[config.mk]
export PLATFORM = sky130hd
export DESIGN_NAME = ssr_status_core
export DESIGN_NICKNAME = d
export VERILOG_FILES = /design/src/design/ssr_pkg.sv /design/src/design/ssr_err_if.sv /design/src/design/ssr_err_queue.sv /design/src/design/ssr_status_core.sv
export SDC_FILE = /design/constraint.sdc
export NUM_CORES = 1
export LEC_CHECK = 0
export BUFFER_PORTS_ARGS = -buffer_cell sky130_fd_sc_hd__buf_2
export CAP_MARGIN = 40
export CELL_PAD_IN_SITES_DETAIL_PLACEMENT = 1
export CELL_PAD_IN_SITES_GLOBAL_PLACEMENT = 1
export CORE_MARGIN = 2
export CORE_UTILIZATION = 36
export CTS_BUF_LIST = sky130_fd_sc_hd__clkbuf_16
export DETAILED_ROUTE_END_ITERATION = 7
export MAX_ROUTING_LAYER = met4
export PLACE_DENSITY_LB_ADDON = 0.1
export SETUP_SLACK_MARGIN = 0.05
export SYNTH_ARGS = -nofsm -noshare
export SYNTH_HDL_FRONTEND = slang
export SYNTH_SLANG_ARGS = --single-unit
[constraint.sdc]
create_clock -name i_clk -period 4.8 [get_ports i_clk]
set_clock_uncertainty 0.1 [all_clocks]
set_input_delay 0.96 -clock i_clk [delete_from_list [all_inputs] [get_ports i_clk]]
set_output_delay 0.96 -clock i_clk [all_outputs]
set_load 0.005 [all_outputs]
[src/design/ssr_pkg.sv]
/*
 * Shared constants for the status-reporting block: bit positions of the
 * status byte and the standard event latch, read and write selector codes,
 * error codes and reset values.
 * Assumes every user sits on the single system clock.
 */
`default_nettype none

package ssr_pkg;
    localparam int          ERR_DEPTH   = 10;
    localparam int          EVT_W       = 16;
    localparam int          DATA_W      = 16;

    // Status byte bit positions.
    localparam int          SB_ERRQ     = 2;
    localparam int          SB_QUES     = 3;
    localparam int          SB_MAV      = 4;
    localparam int          SB_ESB      = 5;
    localparam int          SB_MSS      = 6;
    localparam logic [7:0]  SB_SUM_MASK = 8'h3c;

    // Standard event latch bit positions.
    localparam int          ESR_OPC     = 0;
    localparam int          ESR_QYE     = 2;
    localparam int          ESR_DDE     = 3;
    localparam int          ESR_EXE     = 4;
    localparam int          ESR_CME     = 5;
    localparam int          ESR_PON     = 7;
    localparam logic [7:0]  ESR_USED    = 8'hbd;
    localparam logic [7:0]  ESR_RESET   = 8'h80;

    // Read selector codes.
    localparam logic [3:0]  RD_STB      = 4'h0;
    localparam logic [3:0]  RD_SPOLL    = 4'h1;
    localparam logic [3:0]  RD_ESR      = 4'h2;
    localparam logic [3:0]  RD_ESE      = 4'h3;
    localparam logic [3:0]  RD_SRE      = 4'h4;
    localparam logic [3:0]  RD_OPER     = 4'h5;
    localparam logic [3:0]  RD_OPER_EN  = 4'h6;
    localparam logic [3:0]  RD_MEAS     = 4'h7;
    localparam logic [3:0]  RD_MEAS_EN  = 4'h8;
    localparam logic [3:0]  RD_QUES     = 4'h9;
    localparam logic [3:0]  RD_QUES_EN  = 4'ha;
    localparam logic [3:0]  RD_ERR      = 4'hb;

    // Write selector codes.
    localparam logic [2:0]  WR_SRE      = 3'h0;
    localparam logic [2:0]  WR_ESE      = 3'h1;
    localparam logic [2:0]  WR_OPER_EN  = 3'h2;
    localparam logic [2:0]  WR_MEAS_EN  = 3'h3;
    localparam logic [2:0]  WR_QUES_EN  = 3'h4;

    // Error codes as 16-bit two's complement.
    localparam logic [15:0] ERR_NONE    = 16'h0000;
    localparam logic [15:0] ERR_QOVF    = 16'hfeb6;

    typedef enum logic {
        OPC_IDLE,
        OPC_WAIT
    } ssr_opc_state_t;
endpackage

`default_nettype wire

[src/design/ssr_err_if.sv]
/*
 * Carrier between the status core and its error queue.
 * Assumes both ends run on the same clock.
 */
`default_nettype none

interface ssr_err_if;
    logic        push;
    logic [15:0] code;
    logic        pop;
    logic        clear;
    logic        empty;
    logic [15:0] head;

    modport core  (output push, code, pop, clear, input  empty, head);
    modport queue (input  push, code, pop, clear, output empty, head);
endinterface

`default_nettype wire

[src/design/ssr_err_queue.sv]
/*
 * Error queue: first-in first-out store of error codes with an overflow
 * marker. Assumes push, pop and clear are one-cycle pulses on i_clk.
 */
`default_nettype none

module ssr_err_queue #(
    parameter int DEPTH = ssr_pkg::ERR_DEPTH
) (
    input  wire logic  i_clk,
    input  wire logic  i_rst,
    ssr_err_if.queue   eq
);
    localparam int PW = $clog2(DEPTH);
    localparam int CW = $clog2(DEPTH + 1);

    logic [15:0]   mem [DEPTH];
    logic [PW-1:0] rd_ptr;
    logic [PW-1:0] wr_ptr;
    logic [CW-1:0] count;
    logic          ovf;

    function automatic logic [PW-1:0] fn_inc(input logic [PW-1:0] p);
        fn_inc = (p == PW'(DEPTH - 1)) ? '0 : p + 1'b1;
    endfunction

    wire logic          full    = (count == CW'(DEPTH));
    wire logic          do_pop  = eq.pop & (count != '0);
    wire logic          do_push = eq.push & ~ovf & (~full | do_pop);
    wire logic          do_ovf  = eq.push & ~ovf & full & ~do_pop;
    wire logic [PW-1:0] last    = (wr_ptr == '0) ? PW'(DEPTH - 1) : wr_ptr - 1'b1;
    // An error that meets a clear opens the emptied queue instead of being lost.
    wire logic          fresh   = eq.push & eq.clear & ~i_rst;

    assign eq.empty = (count == '0);
    assign eq.head  = mem[rd_ptr];

    // Once the marker is in, every later error is dropped until a clear,
    // so the host sees where the history was cut.
    always_ff @(posedge i_clk) begin
        if (i_rst | eq.clear) begin
            rd_ptr <= '0;
            wr_ptr <= PW'(fresh);
            count  <= CW'(fresh);
            ovf    <= 1'b0;
            if (fresh) begin
                mem[0] <= eq.code;
            end
        end else begin
            if (do_push) begin
                mem[wr_ptr] <= eq.code;
                wr_ptr      <= fn_inc(wr_ptr);
            end
            if (do_ovf) begin
                mem[last] <= ssr_pkg::ERR_QOVF;
                ovf       <= 1'b1;
            end
            if (do_pop) begin
                rd_ptr <= fn_inc(rd_ptr);
            end
            if (do_push & ~do_pop) begin
                count <= count + 1'b1;
            end else if (~do_push & do_pop) begin
                count <= count - 1'b1;
            end
        end
    end
endmodule

`default_nettype wire

[src/design/ssr_status_core.sv]
/*
 * Status-reporting core: event latches with enable masks for the standard,
 * operation, measurement and questionable groups, the status byte with
 * master summary and service request, operation-complete tracking and the
 * error queue. Assumes a command parser on the same clock that issues
 * one-cycle strobes and selector codes; no input needs synchronising.
 */
`default_nettype none

module ssr_status_core #(
    parameter int ERR_DEPTH = ssr_pkg::ERR_DEPTH
) (
    input  wire logic        i_clk,
    input  wire logic        i_rst,
    input  wire logic        i_wr_req,
    input  wire logic [2:0]  i_wr_sel,
    input  wire logic [15:0] i_wr_data,
    input  wire logic        i_rd_req,
    input  wire logic [3:0]  i_rd_sel,
    input  wire logic        i_cmd_cls,
    input  wire logic        i_cmd_rst,
    input  wire logic        i_cmd_sys_clear,
    input  wire logic        i_cmd_opc,
    input  wire logic        i_cmd_opc_query,
    input  wire logic        i_ops_pending,
    input  wire logic [15:0] i_evt_oper,
    input  wire logic [15:0] i_evt_meas,
    input  wire logic [15:0] i_evt_ques,
    input  wire logic        i_dev_err,
    input  wire logic        i_exec_err,
    input  wire logic        i_syntax_err,
    input  wire logic        i_outq_read_empty,
    input  wire logic        i_inbuf_full,
    input  wire logic        i_outbuf_full,
    input  wire logic        i_outq_avail,
    input  wire logic        i_err_push,
    input  wire logic [15:0] i_err_code,
    output logic      [15:0] o_rd_data,
    output logic             o_rd_valid,
    output logic      [7:0]  o_status_byte,
    output logic             o_srq,
    output logic             o_opc_done
);
    localparam int EW = ssr_pkg::EVT_W;

    logic [7:0]                  esr;
    logic [7:0]                  ese;
    logic [7:0]                  sre;
    logic [EW-1:0]               oper;
    logic [EW-1:0]               oper_en;
    logic [EW-1:0]               meas;
    logic [EW-1:0]               meas_en;
    logic [EW-1:0]               ques;
    logic [EW-1:0]               ques_en;
    ssr_pkg::ssr_opc_state_t     opc_st;
    ssr_pkg::ssr_opc_state_t     opcq_st;
    ssr_pkg::ssr_opc_state_t     next_opc_st;
    ssr_pkg::ssr_opc_state_t     next_opcq_st;

    ssr_err_if eif ();

    ssr_err_queue #(
        .DEPTH (ERR_DEPTH)
    ) u_errq (
        .i_clk (i_clk),
        .i_rst (i_rst),
        .eq    (eif)
    );

    // New event bits win over a clear in the same cycle, so nothing is lost.
    function automatic logic [EW-1:0] fn_latch(
        input logic [EW-1:0] cur,
        input logic          clr,
        input logic [EW-1:0] evt,
        input logic [EW-1:0] en
    );
        fn_latch = (clr ? '0 : cur) | (evt & en);
    endfunction

    function automatic logic fn_rd(input logic [3:0] sel);
        fn_rd = i_rd_req & (i_rd_sel == sel);
    endfunction

    function automatic logic fn_wr(input logic [2:0] sel);
        fn_wr = i_wr_req & (i_wr_sel == sel);
    endfunction

    // Read and write decode.
    wire logic rd_esr   = fn_rd(ssr_pkg::RD_ESR);
    wire logic rd_oper  = fn_rd(ssr_pkg::RD_OPER);
    wire logic rd_meas  = fn_rd(ssr_pkg::RD_MEAS);
    wire logic rd_ques  = fn_rd(ssr_pkg::RD_QUES);
    wire logic rd_err   = fn_rd(ssr_pkg::RD_ERR);
    wire logic rd_spoll = fn_rd(ssr_pkg::RD_SPOLL);
    wire logic wr_sre   = fn_wr(ssr_pkg::WR_SRE);
    wire logic wr_ese   = fn_wr(ssr_pkg::WR_ESE);
    wire logic wr_oen   = fn_wr(ssr_pkg::WR_OPER_EN);
    wire logic wr_men   = fn_wr(ssr_pkg::WR_MEAS_EN);
    wire logic wr_qen   = fn_wr(ssr_pkg::WR_QUES_EN);

    // Completion fires at the earliest the cycle after the command, which
    // covers the command's own execution.
    wire logic opc_fire  = (opc_st == ssr_pkg::OPC_WAIT) & ~i_ops_pending;
    wire logic opcq_fire = (opcq_st == ssr_pkg::OPC_WAIT) & ~i_ops_pending;
    wire logic opc_abort = i_cmd_cls | i_cmd_rst;

    wire logic qry_err = i_outq_read_empty | (i_inbuf_full & i_outbuf_full);

    wire logic [7:0] std_evt = {
        1'b0, 1'b0, i_syntax_err, i_exec_err, i_dev_err, qry_err, 1'b0, opc_fire
    };

    // The reset command is deliberately absent from every clear term.
    wire logic [7:0] next_esr = ssr_pkg::ESR_USED & 8'(fn_latch(
        EW'(esr), i_cmd_cls | rd_esr, EW'(std_evt), EW'(ese)));
    wire logic [EW-1:0] next_oper = fn_latch(oper, i_cmd_cls | rd_oper, i_evt_oper, oper_en);
    wire logic [EW-1:0] next_meas = fn_latch(meas, i_cmd_cls | rd_meas, i_evt_meas, meas_en);
    wire logic [EW-1:0] next_ques = fn_latch(ques, i_cmd_cls | rd_ques, i_evt_ques, ques_en);

    wire logic [7:0] next_ese = wr_ese ? i_wr_data[7:0] : ese;
    wire logic [7:0] next_sre = wr_sre ? i_wr_data[7:0] : sre;

    // Summaries are built from next values (the questionable one with the current ques_en) so the status byte agrees with
    // the latches on the same edge; a cleared group drops its bit at once.
    wire logic esb_sum  = |(next_esr & next_ese);
    wire logic ques_sum = |(next_ques & ques_en);
    // A clear drops the queue bit at once; a push that meets it keeps one entry.
    wire logic errq_sum = (~eif.empty & ~eif.clear) | eif.push;

    wire logic [7:0] sb_low = {
        2'b00, esb_sum, i_outq_avail, ques_sum, errq_sum, 2'b00
    };
    wire logic mss = |(sb_low & next_sre & ssr_pkg::SB_SUM_MASK);
    wire logic [7:0] next_stb = sb_low | {1'b0, mss, 6'b000000};

    // Request rises with the master summary and drops with it; a serial
    // poll also withdraws it, the status query does not.
    wire logic mss_rise  = mss & ~o_status_byte[ssr_pkg::SB_MSS];
    wire logic next_srq  = mss & (mss_rise | (o_srq & ~rd_spoll));

    wire logic [15:0] err_word = eif.empty ? ssr_pkg::ERR_NONE : eif.head;

    // Reads return the binary-weighted contents before any clear.
    wire logic [15:0] rd_mux =
        (i_rd_sel == ssr_pkg::RD_STB)     ? {8'h00, o_status_byte} :
        (i_rd_sel == ssr_pkg::RD_SPOLL)   ? {8'h00, o_status_byte} :
        (i_rd_sel == ssr_pkg::RD_ESR)     ? {8'h00, esr} :
        (i_rd_sel == ssr_pkg::RD_ESE)     ? {8'h00, ese} :
        (i_rd_sel == ssr_pkg::RD_SRE)     ? {8'h00, sre} :
        (i_rd_sel == ssr_pkg::RD_OPER)    ? oper :
        (i_rd_sel == ssr_pkg::RD_OPER_EN) ? oper_en :
        (i_rd_sel == ssr_pkg::RD_MEAS)    ? meas :
        (i_rd_sel == ssr_pkg::RD_MEAS_EN) ? meas_en :
        (i_rd_sel == ssr_pkg::RD_QUES)    ? ques :
        (i_rd_sel == ssr_pkg::RD_QUES_EN) ? ques_en :
        (i_rd_sel == ssr_pkg::RD_ERR)     ? err_word : 16'h0000;

    assign eif.push  = i_err_push;
    assign eif.code  = i_err_code;
    assign eif.pop   = rd_err;
    assign eif.clear = i_cmd_sys_clear | i_cmd_cls;

    always_comb begin
        next_opc_st = opc_st;
        case (opc_st)
            ssr_pkg::OPC_IDLE: if (i_cmd_opc) next_opc_st = ssr_pkg::OPC_WAIT;
            ssr_pkg::OPC_WAIT: if (opc_fire) next_opc_st = ssr_pkg::OPC_IDLE;
            default:           next_opc_st = ssr_pkg::OPC_IDLE;
        endcase
        if (opc_abort) begin
            next_opc_st = ssr_pkg::OPC_IDLE;
        end
    end

    always_comb begin
        next_opcq_st = opcq_st;
        case (opcq_st)
            ssr_pkg::OPC_IDLE: if (i_cmd_opc_query) next_opcq_st = ssr_pkg::OPC_WAIT;
            ssr_pkg::OPC_WAIT: if (opcq_fire) next_opcq_st = ssr_pkg::OPC_IDLE;
            default:           next_opcq_st = ssr_pkg::OPC_IDLE;
        endcase
        if (opc_abort) begin
            next_opcq_st = ssr_pkg::OPC_IDLE;
        end
    end

    // Power-up leaves the power-on bit set; that is the only way it is made.
    always_ff @(posedge i_clk) begin
        if (i_rst) begin
            esr <= ssr_pkg::ESR_RESET;
            ese <= 8'h00;
            sre <= 8'h00;
        end else begin
            esr <= next_esr;
            ese <= next_ese;
            sre <= next_sre;
        end
    end

    always_ff @(posedge i_clk) begin
        if (i_rst) begin
            oper    <= '0;
            meas    <= '0;
            ques    <= '0;
            oper_en <= '0;
            meas_en <= '0;
            ques_en <= '0;
        end else begin
            oper    <= next_oper;
            meas    <= next_meas;
            ques    <= next_ques;
            oper_en <= wr_oen ? i_wr_data : oper_en;
            meas_en <= wr_men ? i_wr_data : meas_en;
            ques_en <= wr_qen ? i_wr_data : ques_en;
        end
    end

    always_ff @(posedge i_clk) begin
        if (i_rst) begin
            opc_st        <= ssr_pkg::OPC_IDLE;
            opcq_st       <= ssr_pkg::OPC_IDLE;
            o_status_byte <= 8'h00;
            o_srq         <= 1'b0;
            o_opc_done    <= 1'b0;
            o_rd_data     <= 16'h0000;
            o_rd_valid    <= 1'b0;
        end else begin
            opc_st        <= next_opc_st;
            opcq_st       <= next_opcq_st;
            o_status_byte <= next_stb;
            o_srq         <= next_srq;
            o_opc_done    <= opcq_fire & ~opc_abort;
            o_rd_data     <= i_rd_req ? rd_mux : o_rd_data;
            o_rd_valid    <= i_rd_req;
        end
    end
endmodule

`default_nettype wire

==> results of run 1 <==
## layout make-up
| type | count | area [sq um] |
|---|---|---|
| clock buffers | 39 | 976 |
| clock inverters | 24 | 164 |
| fillers | 4114 | 21500 |
| inverters | 13 | 48.8 |
| multi-input cells | 828 | 5270 |
| flip-flops and latches | 321 | 8050 |
| well taps | 511 | 639 |
| repair buffers | 160 | 918 |
## state kept, by name (all words and copies together), names as in the netlist, 4 cells and up, named ones only
name	flops
u_errq.mem	160
meas	16
meas_en	16
o_rd_data	16
oper	16
oper_en	16
ques	16
ques_en	16
ese	8
sre	8
esr	6
o_status_byte	5
u_errq.count	4
u_errq.rd_ptr	4
u_errq.wr_ptr	4
## Yosys cell counts (all sizes together) (6+ instances only)
master   instances
a22oi           38
buf             27
nor4            12
clkbuf          55
o21ai           41
mux4            33
a211oi          14
nor2b           29
o221ai           8
mux2i           41
o2111ai          7
nand4            6
a31oi            7
a221oi           8
nand2          189
nor2            94
o22ai           14
edfxtp         162
dfxtp          159
o211ai           7
nand2b           6
inv             13
nor3            19
a21oi          144
or2             13
a21boi           8
nand3           20
a22o             6
## stage by stage
stage	setup slack, ns	total power [mW]
CTS	1.62	6.08
global placement	1.15	3.36
detailed placement	1.11	3.37
global route	1.41	6.22
finish	1.61	6.01
floorplan	0.647	3.19
## power by group through the flow
stage                     Sequential, mW  Combinational (mW)  Clock [mW]
final                               2.95               0.362        2.70
after global routing                2.95               0.396        2.88
after CTS                           2.94               0.366        2.77
after detailed placement            3.00               0.363           0
after global placement              3.00               0.356           0
after floorplan                     2.99               0.200           0
## routing by layer
metal / global-route usage [%] / share of wire [%]
met1: 31.0 / 44
met2: 38.9 / 48
met3: 3.14 / 5.2
met4: 7.32 / 2.6
met5: - / 0
## how the worst max path moves through the flow
| stage | cells past startpoint | from | endpoint | slack [ns] |
|---|---|---|---|---|
| 4_1_cts | 8 | register | o_rd_data[14]$_SDFFE_PP0P_ | 1.62 |
| 5_1_grt | 8 | register | o_rd_data[14]$_SDFFE_PP0P_ | 1.41 |
| 6_report | 13 | i_rd_sel[0] | u_errq.count[3]$_SDFFE_PP0P_ | 1.61 |
| 3_3_place_gp | 7 | i_rd_sel[0] | u_errq.mem[0][13]$_DFFE_PP_ | 1.15 |
| 2_1_floorplan | 7 | i_rd_sel[3] | u_errq.mem[1][0]$_DFFE_PP_ | 0.65 |
| 3_5_place_dp | 12 | i_rd_sel[2] | u_errq.count[3]$_SDFFE_PP0P_ | 1.11 |
## worst reg2reg max path, stage by stage, from the launching register on
cell and delay (ns):
dfxtp_2 0.58, buf_4 0.45, buf_4 0.43, mux4_2 0.55, nor2b_1 0.14, a211oi_1 0.33, a21oi_1 0.14, a21oi_1 0.18
o21ai_1 0.07
## logic make-up (layout without fill, tap and decap cells)
group / after synthesis / after routing / synth area share [%]
compound gates: 323 / 323 / 14.6
xor+xnor: 5 / 5 / 0.320
fa+ha+maj: 4 / 4 / 0.420
buf+inv: 95 / 236 / 3.11
flops: 321 / 321 / 58.8
mux: 76 / 76 / 8.78
other cells: 1 / 3 / 0.0274
simple gates: 417 / 417 / 13.9
==> key figures, run 1 <==
Placement
  • Placed Instances: 1833
  • Hpwl dp: 30900 um
  • Placer Congestion: 0.838
  • Buffers on Ports: 128
  • Dpl cell area: 14900 sq um

GRT
  • Tot GR Track Use: 23.9%
  • Aggregate global routing overflow: 0
  • First-pass GRT wire length: 68200 um
  • Largest net degree at the start of global routing: 77
  • Initial antenna violation count: 1
  • Number of global-route vias before repair: 10904

Worst hold path
  • Number of cells on the worst hold path: 2
  • Worst Min Path Start: sre[7]$_SDFFE_PP0P_
  • WHS Endpoint: sre[7]$_SDFFE_PP0P_
  • Min-delay worst type: register to register

Synthesis
  • Synth unique cells: 67
  • Syn. warnings: 0
  • Asr flop ratio synth: 0%
  • Share of the synthesized area in the top cell type: 35.5%
  • Synth top area cells: edfxtp_1 36%, dfxtp_1 23%, a21oi_1 5.3%
  • FF+latch count, synth: 321
  • Synthesized cell area: 13700 sq um
  • Mapped Cells: 1242
  • Biggest area consumer among synthesized cells: edfxtp_1
  • Post-synth EDFFs: 162
  • Register area share after synthesis: 58.8%
  • Synth Flop Type: edfxtp_1
  • Syn Area/Cell: 11.0 sq um

Cells and area
  • Fraction of layout cells with a size suffix above 1: 19.4%
  • Layout Cells excl Fill: 1896
  • Antenna cell count: 0
  • Fin nets: 1470
  • Commonest non-fill, non-tap cells in the layout: 189 x nand2_1, 162 x edfxtp_1, 156 x dfxtp_1, 143 x a21oi_1, 127 x buf_2
  • Finished Cell Area: 16100 sq um
  • Commonest non-fill, non-tap cell in the layout: nand2_1
  • Area Growth Syn to Fin: 17.3%
  • Post-layout util: 42.7%

Power and ir drop
  • PD cells: 374 nW/um^2
  • Sw frac: 23.3%
  • Static Leak: 5.54 nW
  • Peak VDD IR: 0.306 mV
  • Clock power share: 44.9%
  • Comb pwr share: 6.0%
  • Cell internal pwr: 4.60 mW
  • NetSw: 1.40 mW
  • Part of the power in registers: 49.0%

Timing
  • Final setup vio count: 0
  • Fin. Hold Viols: 0
  • Min Clock Period, post-route: 3.19 ns
  • Setup TNS: 0 ns
  • Setup repair after global routing missed its margin: no
  • Max-slew headroom: 39.9%
  • Highest clock rate: 0.314 GHz
  • Worst Hold Slack: 0.361 ns
  • Slew @ Worst Pin: 0.901 ns
  • Slew Limit Fails: 0
  • Tcrit/Tclk final: 66.4%

Clock network
  • Hold-fix buffers at CTS: 0
  • CTS resizes: 0
  • Clk Latency, worst-skew pair: 0.54 ns
  • Clk buf depth: 3
  • Root Driver: clkbuf_16
  • CTS Buf Count: 37
  • Sink Count: 321
  • Clk slew on worst S/H paths: 0.06 ns
  • Number of setup buffers added after CTS: 0
  • H-tree depth: 2
  • CTS tree: built

Drt
  • Drt pass-1 iters: 5
  • DR WL/cell: 23.8 um
  • Routed WL: 45100 um
  • Via density: 5.51
  • DR iter-0 viols: 712
  • Via count: 10448
  • DRC violations left: 0
  • ANT nets after route: 0

Floorplan
  • I/O Pins: 132
  • Die ar.: 39600 sq um
  • Starting Density: 36.4%
  • Die span in x: 199 um
  • Num rows: 71
  • Die Span Y: 199 um
  • Core ar.: 37600 sq um

Critical path
  • Critical path fanouts, max: 21
  • Setup slack, reg-to-reg: 1.70 ns
  • Critical path's slowest cell: buf_4
  • Crit path launch type: input port
  • FF-to-FF End: o_rd_data[14]$_SDFFE_PP0P_
  • Crit end category: register
  • Worst EP required: 5.16 ns
  • Crit path buf inv count: 3
  • Arr. time, crit path: 3.55 ns
  • Reg2Reg Depth: 8
  • Max incr delay on CP: 0.32 ns
  • Critical path type: input port to register
  • CP top delay family: simple AND/OR/NAND/NOR gates
  • Cells along the critical path: buf_2 -> buf_4 -> nand2_1 -> nor3_4 -> nand2_1 -> ha_1 -> inv_1 -> ha_1 -> a21o_1 -> a21oi_1 -> xnor2_1 -> or3_1 -> a21oi_1

Job
  • Number of max-cap violations: 0

Outcome
  • Status: finished clean
Note: power is estimated with default switching activity, not from simulation.
==> run 2, diff against run 1 <==
- clock period: 4.8 -> 3.2 ns (I/O delays scaled with it)
==> run 2 against run 1 <==
Against the previous run: combinational power rose by 59%; final cell count increased by 2.1%; via count increased by 0.53%; clock power increased by 54%.
==> key figures, run 2 (same netlist as run 1, synthesis figures left out) <==
Cells and area
  • Commonest non-fill, non-tap cells in the layout: 189 x nand2_1, 162 x edfxtp_1, 158 x dfxtp_1, 142 x a21oi_1, 127 x buf_2
  • Fillers: 4126
  • Area Growth Syn to Fin: 19.9%
  • Max reg flops: 160
  • Biggest register: u_errq.mem
  • Fin nets: 1503
  • Commonest non-fill, non-tap cell in the layout: nand2_1
  • Fraction of layout cells with a size suffix above 1: 21.3%
  • Post-layout util: 43.7%

Power and ir drop
  • PD cells: 557 nW/um^2
  • Cell internal pwr: 6.96 mW
  • Total Power: 9.15 mW
  • Sw frac: 23.9%
  • Clock power share: 45.4%
  • Static Leak: 5.75 nW
  • Comb pwr share: 6.3%
  • Peak VDD IR: 0.433 mV
  • Part of the power in registers: 48.3%
  • NetSw: 2.18 mW

Timing
  • Final worst slack: 0.438 ns
  • Worst Hold Slack: 0.197 ns
  • Slew Limit Fails: 0
  • Final setup vio count: 0
  • Highest clock rate: 0.362 GHz
  • Setup repair after global routing missed its margin: no
  • Fin. Hold Viols: 0
  • Max-slew headroom: 47.0%
  • Setup TNS: 0 ns
  • Slew @ Worst Pin: 0.794 ns
  • Tcrit/Tclk final: 86.3%
  • Min Clock Period, post-route: 2.76 ns

Clock network
  • Root Driver: clkbuf_16
  • H-tree depth: 2
  • Clk slew on worst S/H paths: 0.06 ns
  • Sink Count: 321
  • Clk buf depth: 3
  • Hold-fix buffers at CTS: 0
  • CTS Buf Count: 38
  • Clk Latency, worst-skew pair: 0.57 ns
  • CTS tree: built
  • Number of setup buffers added after CTS: 0
  • CTS resizes: 0

Floorplan
  • Starting Density: 36.4%
  • Die Span Y: 199 um
  • Core ar.: 37600 sq um
  • Die span in x: 199 um
  • Num rows: 71
  • Die ar.: 39600 sq um
  • I/O Pins: 132

Drt
  • ANT nets after route: 0
  • Via count: 10503
  • DR WL/cell: 23.1 um
  • Via density: 5.43
  • DRC violations left: 0
  • Drt pass-1 iters: 5
  • DR iter-0 viols: 567
  • Routed WL: 44600 um

Placement
  • Dpl ws: 0.221 ns
  • Hpwl dp: 32000 um
  • Placer Congestion: 0.852
  • Buffers on Ports: 128

Critical path
  • Worst EP required: 3.53 ns
  • Crit path launch type: register
  • Critical path fanouts, max: 9
  • Critical path type: register to register
  • Crit end category: register
  • Arr. time, crit path: 3.10 ns

GRT
  • Met1 Use GR: 30.9%
  • Number of global-route vias before repair: 10788
  • GRT met2 Usage: 38.3%
  • Gr busiest metal: met2
  • Largest net degree at the start of global routing: 91
  • Met3 track demand over resource: 3.42%
  • Initial antenna violation count: 4
  • Aggregate global routing overflow: 0
  • First-pass GRT wire length: 67800 um
  • Tot GR Track Use: 23.8%

Worst hold path
  • Min-delay worst type: input port to register

Job
  • Number of max-cap violations: 0

Outcome
  • Status: finished clean
-- run 2: cell count changes in the layout (fill, tap and decap cells not counted), sizes merged --
cell      change
clkinv        +4
clkinvlp      -1
buf          +32
diode         +2
inv           +3
-- run 2: layout make-up --
class	instances	area [sq um]	area share (%)
Antenna cell	2	5.00	0.0305
Clock buffer	39	976	5.95
Clock inverter	30	211	1.29
Inverter	13	48.8	0.297
Multi-Input combinational cell	828	5290	32.2
Sequential cell	321	8050	49.0
Tap cell	511	639	3.89
Timing Repair Buffer	192	1190	7.27
-- run 2: power groups by stage --
stage | Sequential, mW | Clock [mW] | Combinational, mW
CTS | 4.41 | 4.25 | 0.582
finish | 4.41 | 4.15 | 0.577
detailed placement | 4.50 | 0 | 0.579
global route | 4.42 | 4.40 | 0.632
global placement | 4.50 | 0 | 0.573
floorplan | 4.48 | 0 | 0.302
-- run 2: worst paths after layout --
kind | start | to | slack [ns] | cells past startpoint
setup / recovery | register | o_rd_data[2]$_SDFFE_PP0P_ | 0.44 | 7
hold / removal | i_ops_pending | o_opc_done$_SDFF_PP0_ | 0.20 | 2
setup reg to reg | register | o_rd_data[2]$_SDFFE_PP0P_ | 0.44 | 7
hold reg to reg | ese[6]$_SDFFE_PP0N_ | ese[6]$_SDFFE_PP0N_ | 0.36 | 2
-- run 2: per-stage QoR --
stage,cell area (sq um),cells
after CTS,16400,1934
after floorplan,13700,1244
final,16400,1936
after global placement,15200,1864
after global routing,16400,1936
after detailed placement,15200,1865
-- run 2: metal layers --
metal,up-vias,share of wire (%)
met5,-,0
met3,75,4.0
met1,5295,45
met4,0,2.7
li1,4909,-
met2,224,48
-- run 2: critical path, stage by stage, from the launching register on --
cell and delay, ns:
dfxtp_2 0.55, buf_4 0.23, mux4_1 0.57, nor2b_1 0.15
a211oi_1 0.31, a21oi_1 0.14, a2111oi_1 0.49, nor3_1 0.09
